==> config.mk <==
export PLATFORM = sky130hd
export DESIGN_NAME = tcmev_event_unit
export DESIGN_NICKNAME = d
export VERILOG_FILES = /design/src/include/tcmev_pkg.sv /design/src/hw/tcmev_access_check.sv /design/src/hw/tcmev_event_unit.sv
export VERILOG_INCLUDE_DIRS = /design/src /design/src/include
export SDC_FILE = /design/constraint.sdc
export NUM_CORES = 1
export LEC_CHECK = 0
export ABC_AREA = 1
export BUFFER_PORTS_ARGS = -buffer_cell sky130_fd_sc_hd__buf_2
export CORE_MARGIN = 3
export CORE_UTILIZATION = 59
export DETAILED_ROUTE_END_ITERATION = 12
export PLACE_DENSITY = 0.86
export SYNTH_ARGS = -nofsm -noshare
export SYNTH_HDL_FRONTEND = slang
export SYNTH_HIERARCHICAL = 1
export SYNTH_SLANG_ARGS = --single-unit
==> constraint.sdc <==
create_clock -name core_clk_i -period 3.1 [get_ports core_clk_i]
set_clock_uncertainty 0.15 [all_clocks]
set_input_delay 0.31 -clock core_clk_i [delete_from_list [all_inputs] [get_ports core_clk_i]]
set_output_delay 0.31 -clock core_clk_i [all_outputs]
set_load 0.01 [all_outputs]
==> src/include/tcmev_map.svh <==
`ifndef TCMEV_MAP_SVH
`define TCMEV_MAP_SVH

// Register byte offsets on the peripheral register port
`define TCMEV_OFS_SIG_EN 8'h00
`define TCMEV_OFS_FLAGS 8'h04
`define TCMEV_OFS_FLAG_EN 8'h08
`define TCMEV_OFS_OCRAM_WATCH 8'h0C
`define TCMEV_OFS_DATA_WATCH 8'h10
`define TCMEV_OFS_INSTR_WATCH 8'h14

// Reset value of every register
`define TCMEV_RST_VAL 32'h0000_0000

// Sizes
`define TCMEV_NUM_MEM 4
`define TCMEV_NUM_TYPE 3
`define TCMEV_NUM_EV 5
`define TCMEV_FLAG_W 20
`define TCMEV_SIG_W 15
`define TCMEV_ADDR_W 16

// Event positions inside an event vector
`define TCMEV_EV_RANGE 0
`define TCMEV_EV_WATCH 1
`define TCMEV_EV_ECC1 2
`define TCMEV_EV_ECCM 3
`define TCMEV_EV_PART 4

// Memory positions: flag bit = event * 4 + memory
`define TCMEV_MEM_OCRAM 0
`define TCMEV_MEM_D0 1
`define TCMEV_MEM_D1 2
`define TCMEV_MEM_INSTR 3

// Memory type positions: signal enable bit = event * 3 + type
`define TCMEV_TYPE_OCRAM 0
`define TCMEV_TYPE_DATA 1
`define TCMEV_TYPE_INSTR 2

// Watch register fields
`define TCMEV_WATCH_ADDR_MSB 15
`define TCMEV_WATCH_SEL_BIT 16
`define TCMEV_WATCH_W 17

`endif

==> src/include/tcmev_pkg.sv <==
`include "tcmev_map.svh"

package tcmev_pkg;
    typedef logic [`TCMEV_NUM_EV-1:0] tcmev_ev_t;
    typedef logic [`TCMEV_FLAG_W-1:0] tcmev_flags_t;
    typedef logic [`TCMEV_SIG_W-1:0] tcmev_sig_t;
    typedef logic [`TCMEV_WATCH_W-1:0] tcmev_watch_t;
endpackage

==> src/hw/tcmev_access_check.sv <==
`timescale 1ns/1ns
`include "tcmev_map.svh"

module tcmev_access_check (
    input wire logic core_clk_i,
    input wire logic rst_n_i,
    input wire logic acc_valid_i,
    input wire logic acc_write_i,
    input wire logic acc_full_i,
    input wire logic [`TCMEV_ADDR_W-1:0] acc_addr_i,
    input wire logic [`TCMEV_ADDR_W:0] alloc_size_i,
    input wire logic ecc_on_i,
    input wire logic rd_ecc_single_i,
    input wire logic rd_ecc_multi_i,
    input wire tcmev_pkg::tcmev_watch_t watch_i,
    output tcmev_pkg::tcmev_ev_t event_o
);
    tcmev_pkg::tcmev_ev_t event_reg;
    tcmev_pkg::tcmev_ev_t event_next;

    always_comb begin
        event_next = '0;
        if (acc_valid_i) begin
            event_next[`TCMEV_EV_RANGE] = ({1'b0, acc_addr_i} >= alloc_size_i);
            event_next[`TCMEV_EV_WATCH] =
                (acc_addr_i == watch_i[`TCMEV_WATCH_ADDR_MSB:0]) &&
                (acc_write_i == watch_i[`TCMEV_WATCH_SEL_BIT]);
            if (!acc_write_i) begin
                event_next[`TCMEV_EV_ECCM] = rd_ecc_multi_i;
                event_next[`TCMEV_EV_ECC1] = rd_ecc_single_i && !rd_ecc_multi_i;
            end
            event_next[`TCMEV_EV_PART] = acc_write_i && !acc_full_i && ecc_on_i;
        end
    end

    // Events are re-timed here so the flag logic never sees raw datapath glitches
    always_ff @(posedge core_clk_i or negedge rst_n_i) begin
        if (!rst_n_i) begin
            event_reg <= '0;
        end else begin
            event_reg <= event_next;
        end
    end

    assign event_o = event_reg;

    a_range_event: assert property (
        @(posedge core_clk_i) disable iff (!rst_n_i)
        acc_valid_i && ({1'b0, acc_addr_i} >= alloc_size_i) |=> event_o[`TCMEV_EV_RANGE]
    ) else $error("out of range access not flagged");

    a_partial_event: assert property (
        @(posedge core_clk_i) disable iff (!rst_n_i)
        event_o[`TCMEV_EV_PART] == ($past(acc_valid_i) && $past(acc_write_i) &&
                                    !$past(acc_full_i) && $past(ecc_on_i))
    ) else $error("partial write event mismatch");

    a_ecc_read_only: assert property (
        @(posedge core_clk_i) disable iff (!rst_n_i)
        (event_o[`TCMEV_EV_ECC1] || event_o[`TCMEV_EV_ECCM]) |->
            $past(acc_valid_i) && !$past(acc_write_i)
    ) else $error("ECC event without read");

    a_ecc_one_kind: assert property (
        @(posedge core_clk_i) disable iff (!rst_n_i)
        !(event_o[`TCMEV_EV_ECC1] && event_o[`TCMEV_EV_ECCM])
    ) else $error("single and multi ECC together");

    a_watch_type: assert property (
        @(posedge core_clk_i) disable iff (!rst_n_i)
        event_o[`TCMEV_EV_WATCH] |->
            $past(acc_write_i) == $past(watch_i[`TCMEV_WATCH_SEL_BIT])
    ) else $error("watch hit with wrong access type");
endmodule

==> src/hw/tcmev_event_unit.sv <==
`timescale 1ns/1ns
`include "tcmev_map.svh"

// How it works
// - Any access outside a memory's allocated size raises an out-of-range event.
// - Read ECC errors are reported as separate single and multiple error events.
// - A narrower-than-word write with ECC on raises a partial-write event.
// - Each memory type has a signal enable for its out-of-range interrupt.
// - Each memory type has a signal enable for its watch-address interrupt.
// - Each memory type has separate signal enables for single and multi ECC.
// - Each memory type has a signal enable for its partial-write interrupt.
// - All enabled flags are ORed into one interrupt request.
// - A flag exists per event kind and per memory, four memories.
// - Out-of-range event sets the flag of the affected memory.
// - Matching watch address and access type sets the watch-hit flag.
// - Single or multiple ECC flag set by the kind of error.
// - Partial write with ECC on sets the partial-write flag.
// - Writing one clears a flag; writing zero leaves it.
// - A flag sets only when its flag enable bit is set.
// - Per-memory flag enables exist for out-of-range and watch-hit.
// - Per-memory flag enables exist for single and multi ECC.
// - Per-memory flag enable exists for partial write.
// - Each memory type has a watch register: address plus access type.
// - Watch address is 16 bits inside that memory's own space.
// - Access type 0 watches reads, 1 watches writes.
// - Watch hit needs both address and access type to match.
// - Registers sit on the peripheral register port, separate from datapath.
module tcmev_event_unit (
    input wire logic core_clk_i,
    input wire logic rst_n_i,
    input wire logic reg_sel_i,
    input wire logic reg_write_i,
    input wire logic [7:0] reg_addr_i,
    input wire logic [31:0] reg_wdata_i,
    output logic [31:0] reg_rdata_o,
    input wire logic [`TCMEV_NUM_MEM-1:0] acc_valid_i,
    input wire logic [`TCMEV_NUM_MEM-1:0] acc_write_i,
    input wire logic [`TCMEV_NUM_MEM-1:0] acc_full_i,
    input wire logic [`TCMEV_NUM_MEM*`TCMEV_ADDR_W-1:0] acc_addr_i,
    input wire logic [`TCMEV_NUM_MEM*(`TCMEV_ADDR_W+1)-1:0] alloc_size_i,
    input wire logic [`TCMEV_NUM_MEM-1:0] ecc_on_i,
    input wire logic [`TCMEV_NUM_MEM-1:0] rd_ecc_single_i,
    input wire logic [`TCMEV_NUM_MEM-1:0] rd_ecc_multi_i,
    output logic irq_o
);
    tcmev_pkg::tcmev_sig_t irq_signal_enable_reg;
    tcmev_pkg::tcmev_sig_t irq_signal_enable_next;
    tcmev_pkg::tcmev_flags_t irq_event_flags_reg;
    tcmev_pkg::tcmev_flags_t irq_event_flags_next;
    tcmev_pkg::tcmev_flags_t irq_flag_enable_reg;
    tcmev_pkg::tcmev_flags_t irq_flag_enable_next;
    tcmev_pkg::tcmev_watch_t onchip_ram_watch_address_reg;
    tcmev_pkg::tcmev_watch_t onchip_ram_watch_address_next;
    tcmev_pkg::tcmev_watch_t data_tcm_watch_address_reg;
    tcmev_pkg::tcmev_watch_t data_tcm_watch_address_next;
    tcmev_pkg::tcmev_watch_t instr_tcm_watch_address_reg;
    tcmev_pkg::tcmev_watch_t instr_tcm_watch_address_next;
    logic [31:0] rdata_reg;
    logic [31:0] rdata_next;
    logic irq_reg;
    logic irq_next;

    tcmev_pkg::tcmev_ev_t mem_event [`TCMEV_NUM_MEM];
    tcmev_pkg::tcmev_watch_t mem_watch [`TCMEV_NUM_MEM];
    tcmev_pkg::tcmev_flags_t flag_set;
    tcmev_pkg::tcmev_flags_t sig_mask;

    logic wr_any;
    logic wr_sig_en;
    logic wr_flags;
    logic wr_flag_en;
    logic wr_ocram_watch;
    logic wr_data_watch;
    logic wr_instr_watch;

    assign wr_any = reg_sel_i && reg_write_i;
    assign wr_sig_en = wr_any && (reg_addr_i == `TCMEV_OFS_SIG_EN);
    assign wr_flags = wr_any && (reg_addr_i == `TCMEV_OFS_FLAGS);
    assign wr_flag_en = wr_any && (reg_addr_i == `TCMEV_OFS_FLAG_EN);
    assign wr_ocram_watch = wr_any && (reg_addr_i == `TCMEV_OFS_OCRAM_WATCH);
    assign wr_data_watch = wr_any && (reg_addr_i == `TCMEV_OFS_DATA_WATCH);
    assign wr_instr_watch = wr_any && (reg_addr_i == `TCMEV_OFS_INSTR_WATCH);

    // both data ports share the one data watch register
    assign mem_watch[`TCMEV_MEM_OCRAM] = onchip_ram_watch_address_reg;
    assign mem_watch[`TCMEV_MEM_D0] = data_tcm_watch_address_reg;
    assign mem_watch[`TCMEV_MEM_D1] = data_tcm_watch_address_reg;
    assign mem_watch[`TCMEV_MEM_INSTR] = instr_tcm_watch_address_reg;

    genvar m;
    genvar e;
    generate
        for (m = 0; m < `TCMEV_NUM_MEM; m = m + 1) begin : g_mem
            localparam int TYPE_IDX = (m == `TCMEV_MEM_OCRAM) ? `TCMEV_TYPE_OCRAM :
                                      (m == `TCMEV_MEM_INSTR) ? `TCMEV_TYPE_INSTR :
                                      `TCMEV_TYPE_DATA;

            tcmev_access_check u_check (
                .core_clk_i(core_clk_i),
                .rst_n_i(rst_n_i),
                .acc_valid_i(acc_valid_i[m]),
                .acc_write_i(acc_write_i[m]),
                .acc_full_i(acc_full_i[m]),
                .acc_addr_i(acc_addr_i[m*`TCMEV_ADDR_W +: `TCMEV_ADDR_W]),
                .alloc_size_i(alloc_size_i[m*(`TCMEV_ADDR_W+1) +: (`TCMEV_ADDR_W+1)]),
                .ecc_on_i(ecc_on_i[m]),
                .rd_ecc_single_i(rd_ecc_single_i[m]),
                .rd_ecc_multi_i(rd_ecc_multi_i[m]),
                .watch_i(mem_watch[m]),
                .event_o(mem_event[m])
            );

            for (e = 0; e < `TCMEV_NUM_EV; e = e + 1) begin : g_ev
                assign flag_set[e*`TCMEV_NUM_MEM+m] =
                    mem_event[m][e] && irq_flag_enable_reg[e*`TCMEV_NUM_MEM+m];
                assign sig_mask[e*`TCMEV_NUM_MEM+m] =
                    irq_signal_enable_reg[e*`TCMEV_NUM_TYPE+TYPE_IDX];
            end
        end
    endgenerate

    always_comb begin
        irq_signal_enable_next = irq_signal_enable_reg;
        irq_flag_enable_next = irq_flag_enable_reg;
        onchip_ram_watch_address_next = onchip_ram_watch_address_reg;
        data_tcm_watch_address_next = data_tcm_watch_address_reg;
        instr_tcm_watch_address_next = instr_tcm_watch_address_reg;
        if (wr_sig_en) begin
            irq_signal_enable_next = reg_wdata_i[`TCMEV_SIG_W-1:0];
        end
        if (wr_flag_en) begin
            irq_flag_enable_next = reg_wdata_i[`TCMEV_FLAG_W-1:0];
        end
        if (wr_ocram_watch) begin
            onchip_ram_watch_address_next = reg_wdata_i[`TCMEV_WATCH_W-1:0];
        end
        if (wr_data_watch) begin
            data_tcm_watch_address_next = reg_wdata_i[`TCMEV_WATCH_W-1:0];
        end
        if (wr_instr_watch) begin
            instr_tcm_watch_address_next = reg_wdata_i[`TCMEV_WATCH_W-1:0];
        end
    end

    always_comb begin
        irq_event_flags_next = irq_event_flags_reg;
        if (wr_flags) begin
            irq_event_flags_next = irq_event_flags_next & ~reg_wdata_i[`TCMEV_FLAG_W-1:0];
        end
        // set after clear, so a set wins
        irq_event_flags_next = irq_event_flags_next | flag_set;
    end

    always_comb begin
        irq_next = |(irq_event_flags_reg & sig_mask);
    end

    always_comb begin
        rdata_next = rdata_reg;
        if (reg_sel_i && !reg_write_i) begin
            case (reg_addr_i)
                `TCMEV_OFS_SIG_EN: begin
                    rdata_next = {{(32-`TCMEV_SIG_W){1'b0}}, irq_signal_enable_reg};
                end
                `TCMEV_OFS_FLAGS: begin
                    rdata_next = {{(32-`TCMEV_FLAG_W){1'b0}}, irq_event_flags_reg};
                end
                `TCMEV_OFS_FLAG_EN: begin
                    rdata_next = {{(32-`TCMEV_FLAG_W){1'b0}}, irq_flag_enable_reg};
                end
                `TCMEV_OFS_OCRAM_WATCH: begin
                    rdata_next = {{(32-`TCMEV_WATCH_W){1'b0}}, onchip_ram_watch_address_reg};
                end
                `TCMEV_OFS_DATA_WATCH: begin
                    rdata_next = {{(32-`TCMEV_WATCH_W){1'b0}}, data_tcm_watch_address_reg};
                end
                `TCMEV_OFS_INSTR_WATCH: begin
                    rdata_next = {{(32-`TCMEV_WATCH_W){1'b0}}, instr_tcm_watch_address_reg};
                end
                default: begin
                    rdata_next = `TCMEV_RST_VAL;
                end
            endcase
        end
    end

    always_ff @(posedge core_clk_i or negedge rst_n_i) begin
        if (!rst_n_i) begin
            irq_signal_enable_reg <= '0;
            irq_flag_enable_reg <= '0;
            irq_event_flags_reg <= '0;
            onchip_ram_watch_address_reg <= '0;
            data_tcm_watch_address_reg <= '0;
            instr_tcm_watch_address_reg <= '0;
            rdata_reg <= `TCMEV_RST_VAL;
            irq_reg <= 1'b0;
        end else begin
            irq_signal_enable_reg <= irq_signal_enable_next;
            irq_flag_enable_reg <= irq_flag_enable_next;
            irq_event_flags_reg <= irq_event_flags_next;
            onchip_ram_watch_address_reg <= onchip_ram_watch_address_next;
            data_tcm_watch_address_reg <= data_tcm_watch_address_next;
            instr_tcm_watch_address_reg <= instr_tcm_watch_address_next;
            rdata_reg <= rdata_next;
            irq_reg <= irq_next;
        end
    end

    assign reg_rdata_o = rdata_reg;
    assign irq_o = irq_reg;

    a_flag_needs_en: assert property (
        @(posedge core_clk_i) disable iff (!rst_n_i)
        ##1 ((irq_event_flags_reg & ~$past(irq_event_flags_reg)) &
             ~$past(irq_flag_enable_reg)) == '0
    ) else $error("flag set while its enable was clear");

    a_w1c_clears: assert property (
        @(posedge core_clk_i) disable iff (!rst_n_i)
        wr_flags |=> (irq_event_flags_reg & $past(reg_wdata_i[`TCMEV_FLAG_W-1:0]) &
                      ~$past(flag_set)) == '0
    ) else $error("write one did not clear flag");

    a_w0_keeps: assert property (
        @(posedge core_clk_i) disable iff (!rst_n_i)
        wr_flags |=> ((~irq_event_flags_reg) & $past(irq_event_flags_reg) &
                      ~$past(reg_wdata_i[`TCMEV_FLAG_W-1:0])) == '0
    ) else $error("write zero changed a flag");

    a_set_wins: assert property (
        @(posedge core_clk_i) disable iff (!rst_n_i)
        (flag_set != '0) |=> ((irq_event_flags_reg & $past(flag_set)) == $past(flag_set))
    ) else $error("enabled event lost");

    a_irq_level: assert property (
        @(posedge core_clk_i) disable iff (!rst_n_i)
        ##1 irq_o == |($past(irq_event_flags_reg) & $past(sig_mask))
    ) else $error("interrupt does not follow enabled flags");

    a_irq_drops: assert property (
        @(posedge core_clk_i) disable iff (!rst_n_i)
        ((irq_event_flags_reg & sig_mask) == '0) [*2] |-> !irq_o
    ) else $error("interrupt held with no enabled flag");

    a_watch_reads: assert property (
        @(posedge core_clk_i) disable iff (!rst_n_i)
        acc_valid_i[`TCMEV_MEM_INSTR] && !acc_write_i[`TCMEV_MEM_INSTR] &&
        !instr_tcm_watch_address_reg[`TCMEV_WATCH_SEL_BIT] &&
        (acc_addr_i[`TCMEV_MEM_INSTR*`TCMEV_ADDR_W +: `TCMEV_ADDR_W] ==
         instr_tcm_watch_address_reg[`TCMEV_WATCH_ADDR_MSB:0]) &&
        irq_flag_enable_reg[`TCMEV_EV_WATCH*`TCMEV_NUM_MEM+`TCMEV_MEM_INSTR]
        ##1 irq_flag_enable_reg[`TCMEV_EV_WATCH*`TCMEV_NUM_MEM+`TCMEV_MEM_INSTR]
        |=> irq_event_flags_reg[`TCMEV_EV_WATCH*`TCMEV_NUM_MEM+`TCMEV_MEM_INSTR]
    ) else $error("read watch hit not recorded");

    a_range_path: assert property (
        @(posedge core_clk_i) disable iff (!rst_n_i)
        acc_valid_i[`TCMEV_MEM_OCRAM] &&
        ({1'b0, acc_addr_i[`TCMEV_ADDR_W-1:0]} >= alloc_size_i[`TCMEV_ADDR_W:0]) &&
        irq_flag_enable_reg[`TCMEV_EV_RANGE*`TCMEV_NUM_MEM+`TCMEV_MEM_OCRAM]
        ##1 irq_flag_enable_reg[`TCMEV_EV_RANGE*`TCMEV_NUM_MEM+`TCMEV_MEM_OCRAM]
        |=> irq_event_flags_reg[`TCMEV_EV_RANGE*`TCMEV_NUM_MEM+`TCMEV_MEM_OCRAM]
    ) else $error("out of range flag not set two cycles after access");

    a_data_shared: assert property (
        @(posedge core_clk_i) disable iff (!rst_n_i)
        sig_mask[`TCMEV_EV_ECCM*`TCMEV_NUM_MEM+`TCMEV_MEM_D1] ==
        irq_signal_enable_reg[`TCMEV_EV_ECCM*`TCMEV_NUM_TYPE+`TCMEV_TYPE_DATA]
    ) else $error("data port uses wrong signal enable");

    a_rdata_hold: assert property (
        @(posedge core_clk_i) disable iff (!rst_n_i)
        !(reg_sel_i && !reg_write_i) |=> $stable(reg_rdata_o)
    ) else $error("read data changed without a read");

    a_hole_zero: assert property (
        @(posedge core_clk_i) disable iff (!rst_n_i)
        reg_sel_i && !reg_write_i && (reg_addr_i > `TCMEV_OFS_INSTR_WATCH) |=>
            reg_rdata_o == '0
    ) else $error("unmapped offset read not zero");

    a_flag_read: assert property (
        @(posedge core_clk_i) disable iff (!rst_n_i)
        reg_sel_i && !reg_write_i && (reg_addr_i == `TCMEV_OFS_FLAGS) |=>
            reg_rdata_o[`TCMEV_FLAG_W-1:0] == $past(irq_event_flags_reg)
    ) else $error("flag readback mismatch");

    a_sig_en_store: assert property (
        @(posedge core_clk_i) disable iff (!rst_n_i)
        wr_sig_en |=> irq_signal_enable_reg == $past(reg_wdata_i[`TCMEV_SIG_W-1:0])
    ) else $error("signal enable write lost");

    a_flag_en_store: assert property (
        @(posedge core_clk_i) disable iff (!rst_n_i)
        wr_flag_en |=> irq_flag_enable_reg == $past(reg_wdata_i[`TCMEV_FLAG_W-1:0])
    ) else $error("flag enable write lost");

    a_instr_watch_store: assert property (
        @(posedge core_clk_i) disable iff (!rst_n_i)
        wr_instr_watch |=>
            instr_tcm_watch_address_reg == $past(reg_wdata_i[`TCMEV_WATCH_W-1:0])
    ) else $error("instruction watch write lost");

    a_data_watch_store: assert property (
        @(posedge core_clk_i) disable iff (!rst_n_i)
        wr_data_watch |=>
            data_tcm_watch_address_reg == $past(reg_wdata_i[`TCMEV_WATCH_W-1:0])
    ) else $error("data watch write lost");

    a_ram_watch_store: assert property (
        @(posedge core_clk_i) disable iff (!rst_n_i)
        wr_ocram_watch |=>
            onchip_ram_watch_address_reg == $past(reg_wdata_i[`TCMEV_WATCH_W-1:0])
    ) else $error("on-chip RAM watch write lost");

    a_flag_sticky: assert property (
        @(posedge core_clk_i) disable iff (!rst_n_i)
        !wr_flags |=> ($past(irq_event_flags_reg) & ~irq_event_flags_reg) == '0
    ) else $error("flag dropped without a clear");

    a_part_path: assert property (
        @(posedge core_clk_i) disable iff (!rst_n_i)
        acc_valid_i[`TCMEV_MEM_D0] && acc_write_i[`TCMEV_MEM_D0] &&
        !acc_full_i[`TCMEV_MEM_D0] && ecc_on_i[`TCMEV_MEM_D0] &&
        irq_flag_enable_reg[`TCMEV_EV_PART*`TCMEV_NUM_MEM+`TCMEV_MEM_D0]
        ##1 irq_flag_enable_reg[`TCMEV_EV_PART*`TCMEV_NUM_MEM+`TCMEV_MEM_D0]
        |=> irq_event_flags_reg[`TCMEV_EV_PART*`TCMEV_NUM_MEM+`TCMEV_MEM_D0]
    ) else $error("partial write flag not set");

    a_multi_path: assert property (
        @(posedge core_clk_i) disable iff (!rst_n_i)
        acc_valid_i[`TCMEV_MEM_OCRAM] && !acc_write_i[`TCMEV_MEM_OCRAM] &&
        rd_ecc_multi_i[`TCMEV_MEM_OCRAM] &&
        irq_flag_enable_reg[`TCMEV_EV_ECCM*`TCMEV_NUM_MEM+`TCMEV_MEM_OCRAM]
        ##1 irq_flag_enable_reg[`TCMEV_EV_ECCM*`TCMEV_NUM_MEM+`TCMEV_MEM_OCRAM]
        |=> irq_event_flags_reg[`TCMEV_EV_ECCM*`TCMEV_NUM_MEM+`TCMEV_MEM_OCRAM]
    ) else $error("multi ECC flag not set");
endmodule

==> results by group <==
Routing
  – DRC viols: 0
  – Initial drt markers: 941
  – Vias per cell: 5.418
  – Detail-routed net length per standard cell: 15.68 µm
  – Residual antenna-violating net count after detailed routing: 0
  – Total detailed-routing wirelength: 28050 µm
  – Total via count after detailed routing: 9693
  – Number of iterations in the first detailed-routing pass: 6

Setup path
  – Critical path class: in -> reg
  – Required time at the endpoint of the critical path: 3250 ps
  – Peak per-stage delay on the critical path: 670 ps
  – Reg2reg path depth: 4
  – Worst setup EP type: flip-flop
  – Peak fanout along the critical path: 30
  – Worst reg2reg endpoint: irq_o
  – Slowest cell on crit path: nand2_1
  – Crit-path cells: buf_2, nor2_1, nand2_2, nor2_4, nand2_1, o21ai_0
  – Data arrival, critical path: 2160 ps
  – Origin of the critical flop-to-flop path: irq_event_flags_reg[18]
  – Reg2reg setup slack: 1600 ps
  – Kind of launch point of the worst setup path: input pin

STA
  – Final Critical Period: 2004 ps
  – Number of endpoints failing setup at the final stage: 0
  – Worst Max-Slew Pin Slew: 939.7 ps
  – Final total negative setup slack: 0 ps
  – Count of pins over their slew limit: 0
  – FMAX: 0.4991 GHz
  – Worst path setup slack after routing: 1096 ps
  – Share of the cycle needed by the critical path after routing: 0.6463
  – Number of failing hold endpoints at the final stage: 0
  – Normalized max-slew margin: 0.3720
  – Setup repair after global routing missed its margin: false

Floorplan
  – Width of the die: 133.0 µm
  – I/O pin total: 233
  – Row cnt: 45
  – Core region area: 15480 µm²
  – Initial cell density of the core: 0.6144
  – Die height: 133.0 µm
  – Area enclosed by the die boundary: 17680 µm²

Finish
  – Area growth syn-to-layout: 20.36%
  – Number of nets at the end of the flow: 1829
  – Layout cell share with drive strength beyond 1: 0.1800
  – Number of non-filler instances in the completed layout: 1789
  – Antenna diodes: 0

Clock tree
  – Post-CTS Setup Bufs: 0
  – Number of levels the H-tree was split into: 4
  – Clock network latency to the later pin of the worst-skew pair: 430 ps
  – Maximum clock path buffer count: 2
  – Number of buffers created by CTS: 17
  – Clock tree from TritonCTS: done
  – Reg clk slew, reported paths: 70 ps
  – Number of cells upsized or downsized after cts: 0
  – Number of clock sinks: 147
  – Clock tree root buffer cell: clkbuf_16
  – Post-cts hold buffer count: 22

Yosys
  – Count of synthesis-stage warnings from yosys: 6
  – Average footprint of a synthesized cell: 7.068 µm²
  – Ys flop type: dfrtp_1
  – Post-synthesis async set-or-reset flop share: 1.000
  – Area of the mapped netlist: 9513 µm²
  – Synthesized netlist cell count: 1346
  – Post-synth cell types: 32
  – Share of synthesized area occupied by flip-flops and latches: 0.3867
  – Count of flip-flops with a built-in enable after synthesis: 0
  – Synthesis-stage register bit count: 147

Power and ir drop
  – Worst voltage drop across the vdd grid: 0.4388 mV
  – P per Cell Area: 426.7 nW/µm²
  – Total leakage power: 6.239 nW

Place
  – Number of cells in the design after placement: 1735
  – Final estimated routing congestion in global placement: 0.9058
  – Number of input and output port buffers inserted: 208
  – Detailed-placement wirelength estimate: 20520 µm
  – Pre-CTS setup slack: 731.6 ps

Global routing
  – Global-route wire length before repair: 45330 µm
  – Remaining global-route overflow: 0
  – Global routing usage summed across all routing layers: 0.3197
  – Via count of the first global-routing pass: 9365
  – Antenna violations before repair: 1
  – Largest net degree at the start of global routing: 74

Worst hold path
  – Worst Hold Depth: 3
  – Launch instance of the worst min-delay path: reg_wdata_i[17]
  – WHS Endpoint: irq_flag_enable_reg[17]
  – Kind of path behind the tightest hold check: in -> reg

Run
  – Max Cap Viol: 0

Status
  – Status: finished, final reports clean
-- routing by layer --
metal	part of all wire	GRT usage	wire (µm)	up-vias
li1	-	-	-	4649
met1	0.39	0.4025	10800	4441
met2	0.48	0.5313	13590	512
met3	0.089	0.07909	2509	89
met4	0.041	0.1247	1139	2
met5	0.00046	0	13	-
-- metrics by stage --
step,utilization,power (mW),cell area (µm²),hold WS (ps)
final,0.7395,4.886,11450,3.507
after global routing,0.7395,5.074,11450,14.45
after CTS,0.7395,4.874,11450,3.082
after detailed placement,0.6862,2.766,10630,225.0
after global placement,0.6862,2.739,10630,220.8
after floorplan,-,2.448,9554,-135.6
-- cells in the final DEF, fill, tap and decap left out, types with 3 or more instances in the layout --
cell,count
a21o_1,4
a21oi_1,36
a21oi_2,4
buf_2,207
buf_4,9
clkbuf_16,17
conb_1,12
dfrtp_1,147
dlygate4sd3_1,22
ha_1,64
inv_1,201
inv_2,6
inv_6,7
nand2_1,396
nand3_1,104
nand3_2,3
nor2_1,122
nor2_2,10
nor2_4,3
nor3_1,9
nor3_2,4
o21ai_0,88
o21ai_1,63
o22ai_1,4
xnor2_1,8
xor2_1,8
-- cells in the mapped netlist (9+ instances only) --
cell,n,area share
buf_6,9,0.011
nand2_1,396,0.16
ha_1,64,0.084
o21ai_0,88,0.046
inv_1,201,0.079
buf_2,16,0.0084
dfrtp_1,147,0.39
clkbuf_1,13,0.0051
nand3_1,104,0.055
nor3_1,9,0.0047
o21ai_1,63,0.033
buf_4,13,0.010
nor2_1,122,0.048
a21oi_1,36,0.019
nor2_2,10,0.0066
-- logic make-up after synthesis --
logic type / synth area share
AO/OA/AOI/OAI: 0.1121
XOR/XNOR: 0.01473
adder cells (fa/ha/maj): 0.08418
buffers and inverters: 0.1168
flip-flops: 0.3867
other: 0.0003942
AND/OR/NAND/NOR: 0.2852
-- worst max-delay path, delay by kind of cell --
| kind | cells | cell delay, ps |
|---|---|---|
| compound gates | 1 | 460 |
| buf+inv | 1 | 100 |
| simple gates | 4 | 1280 |
-- layout make-up --
class	count	area [µm²]
repair buffers	240	1355
fillers	1173	4034
flip-flops and latches	147	3679
clock inverters	14	165.2
clock buffers	18	439.2
inverters	208	783.3
well taps	211	264.0
multi-input cells	951	4765
-- power breakdown --
group,internal [mW],switching [mW]
clock network,1.23,0.890
registers,1.99,0.0615
logic,0.289,0.423
total,3.51,1.37
-- worst max path at each step --
| stage | start | end | slack (ps) | cells after the start |
|---|---|---|---|---|
| 5_1_grt | reg_addr_i[5] | irq_signal_enable_reg[4] | 950 | 6 |
| 4_1_cts | reg_addr_i[5] | irq_signal_enable_reg[2] | 1140 | 6 |
| 3_5_place_dp | reg_addr_i[5] | irq_signal_enable_reg[4] | 730 | 6 |
| 3_3_place_gp | reg_addr_i[5] | irq_signal_enable_reg[9] | 890 | 6 |
| 2_1_floorplan | reg_addr_i[5] | irq_event_flags_reg[9] | 1720 | 8 |
| 6_report | reg_addr_i[5] | irq_signal_enable_reg[2] | 1100 | 6 |
Note: power is estimated with default switching activity, not from simulation.
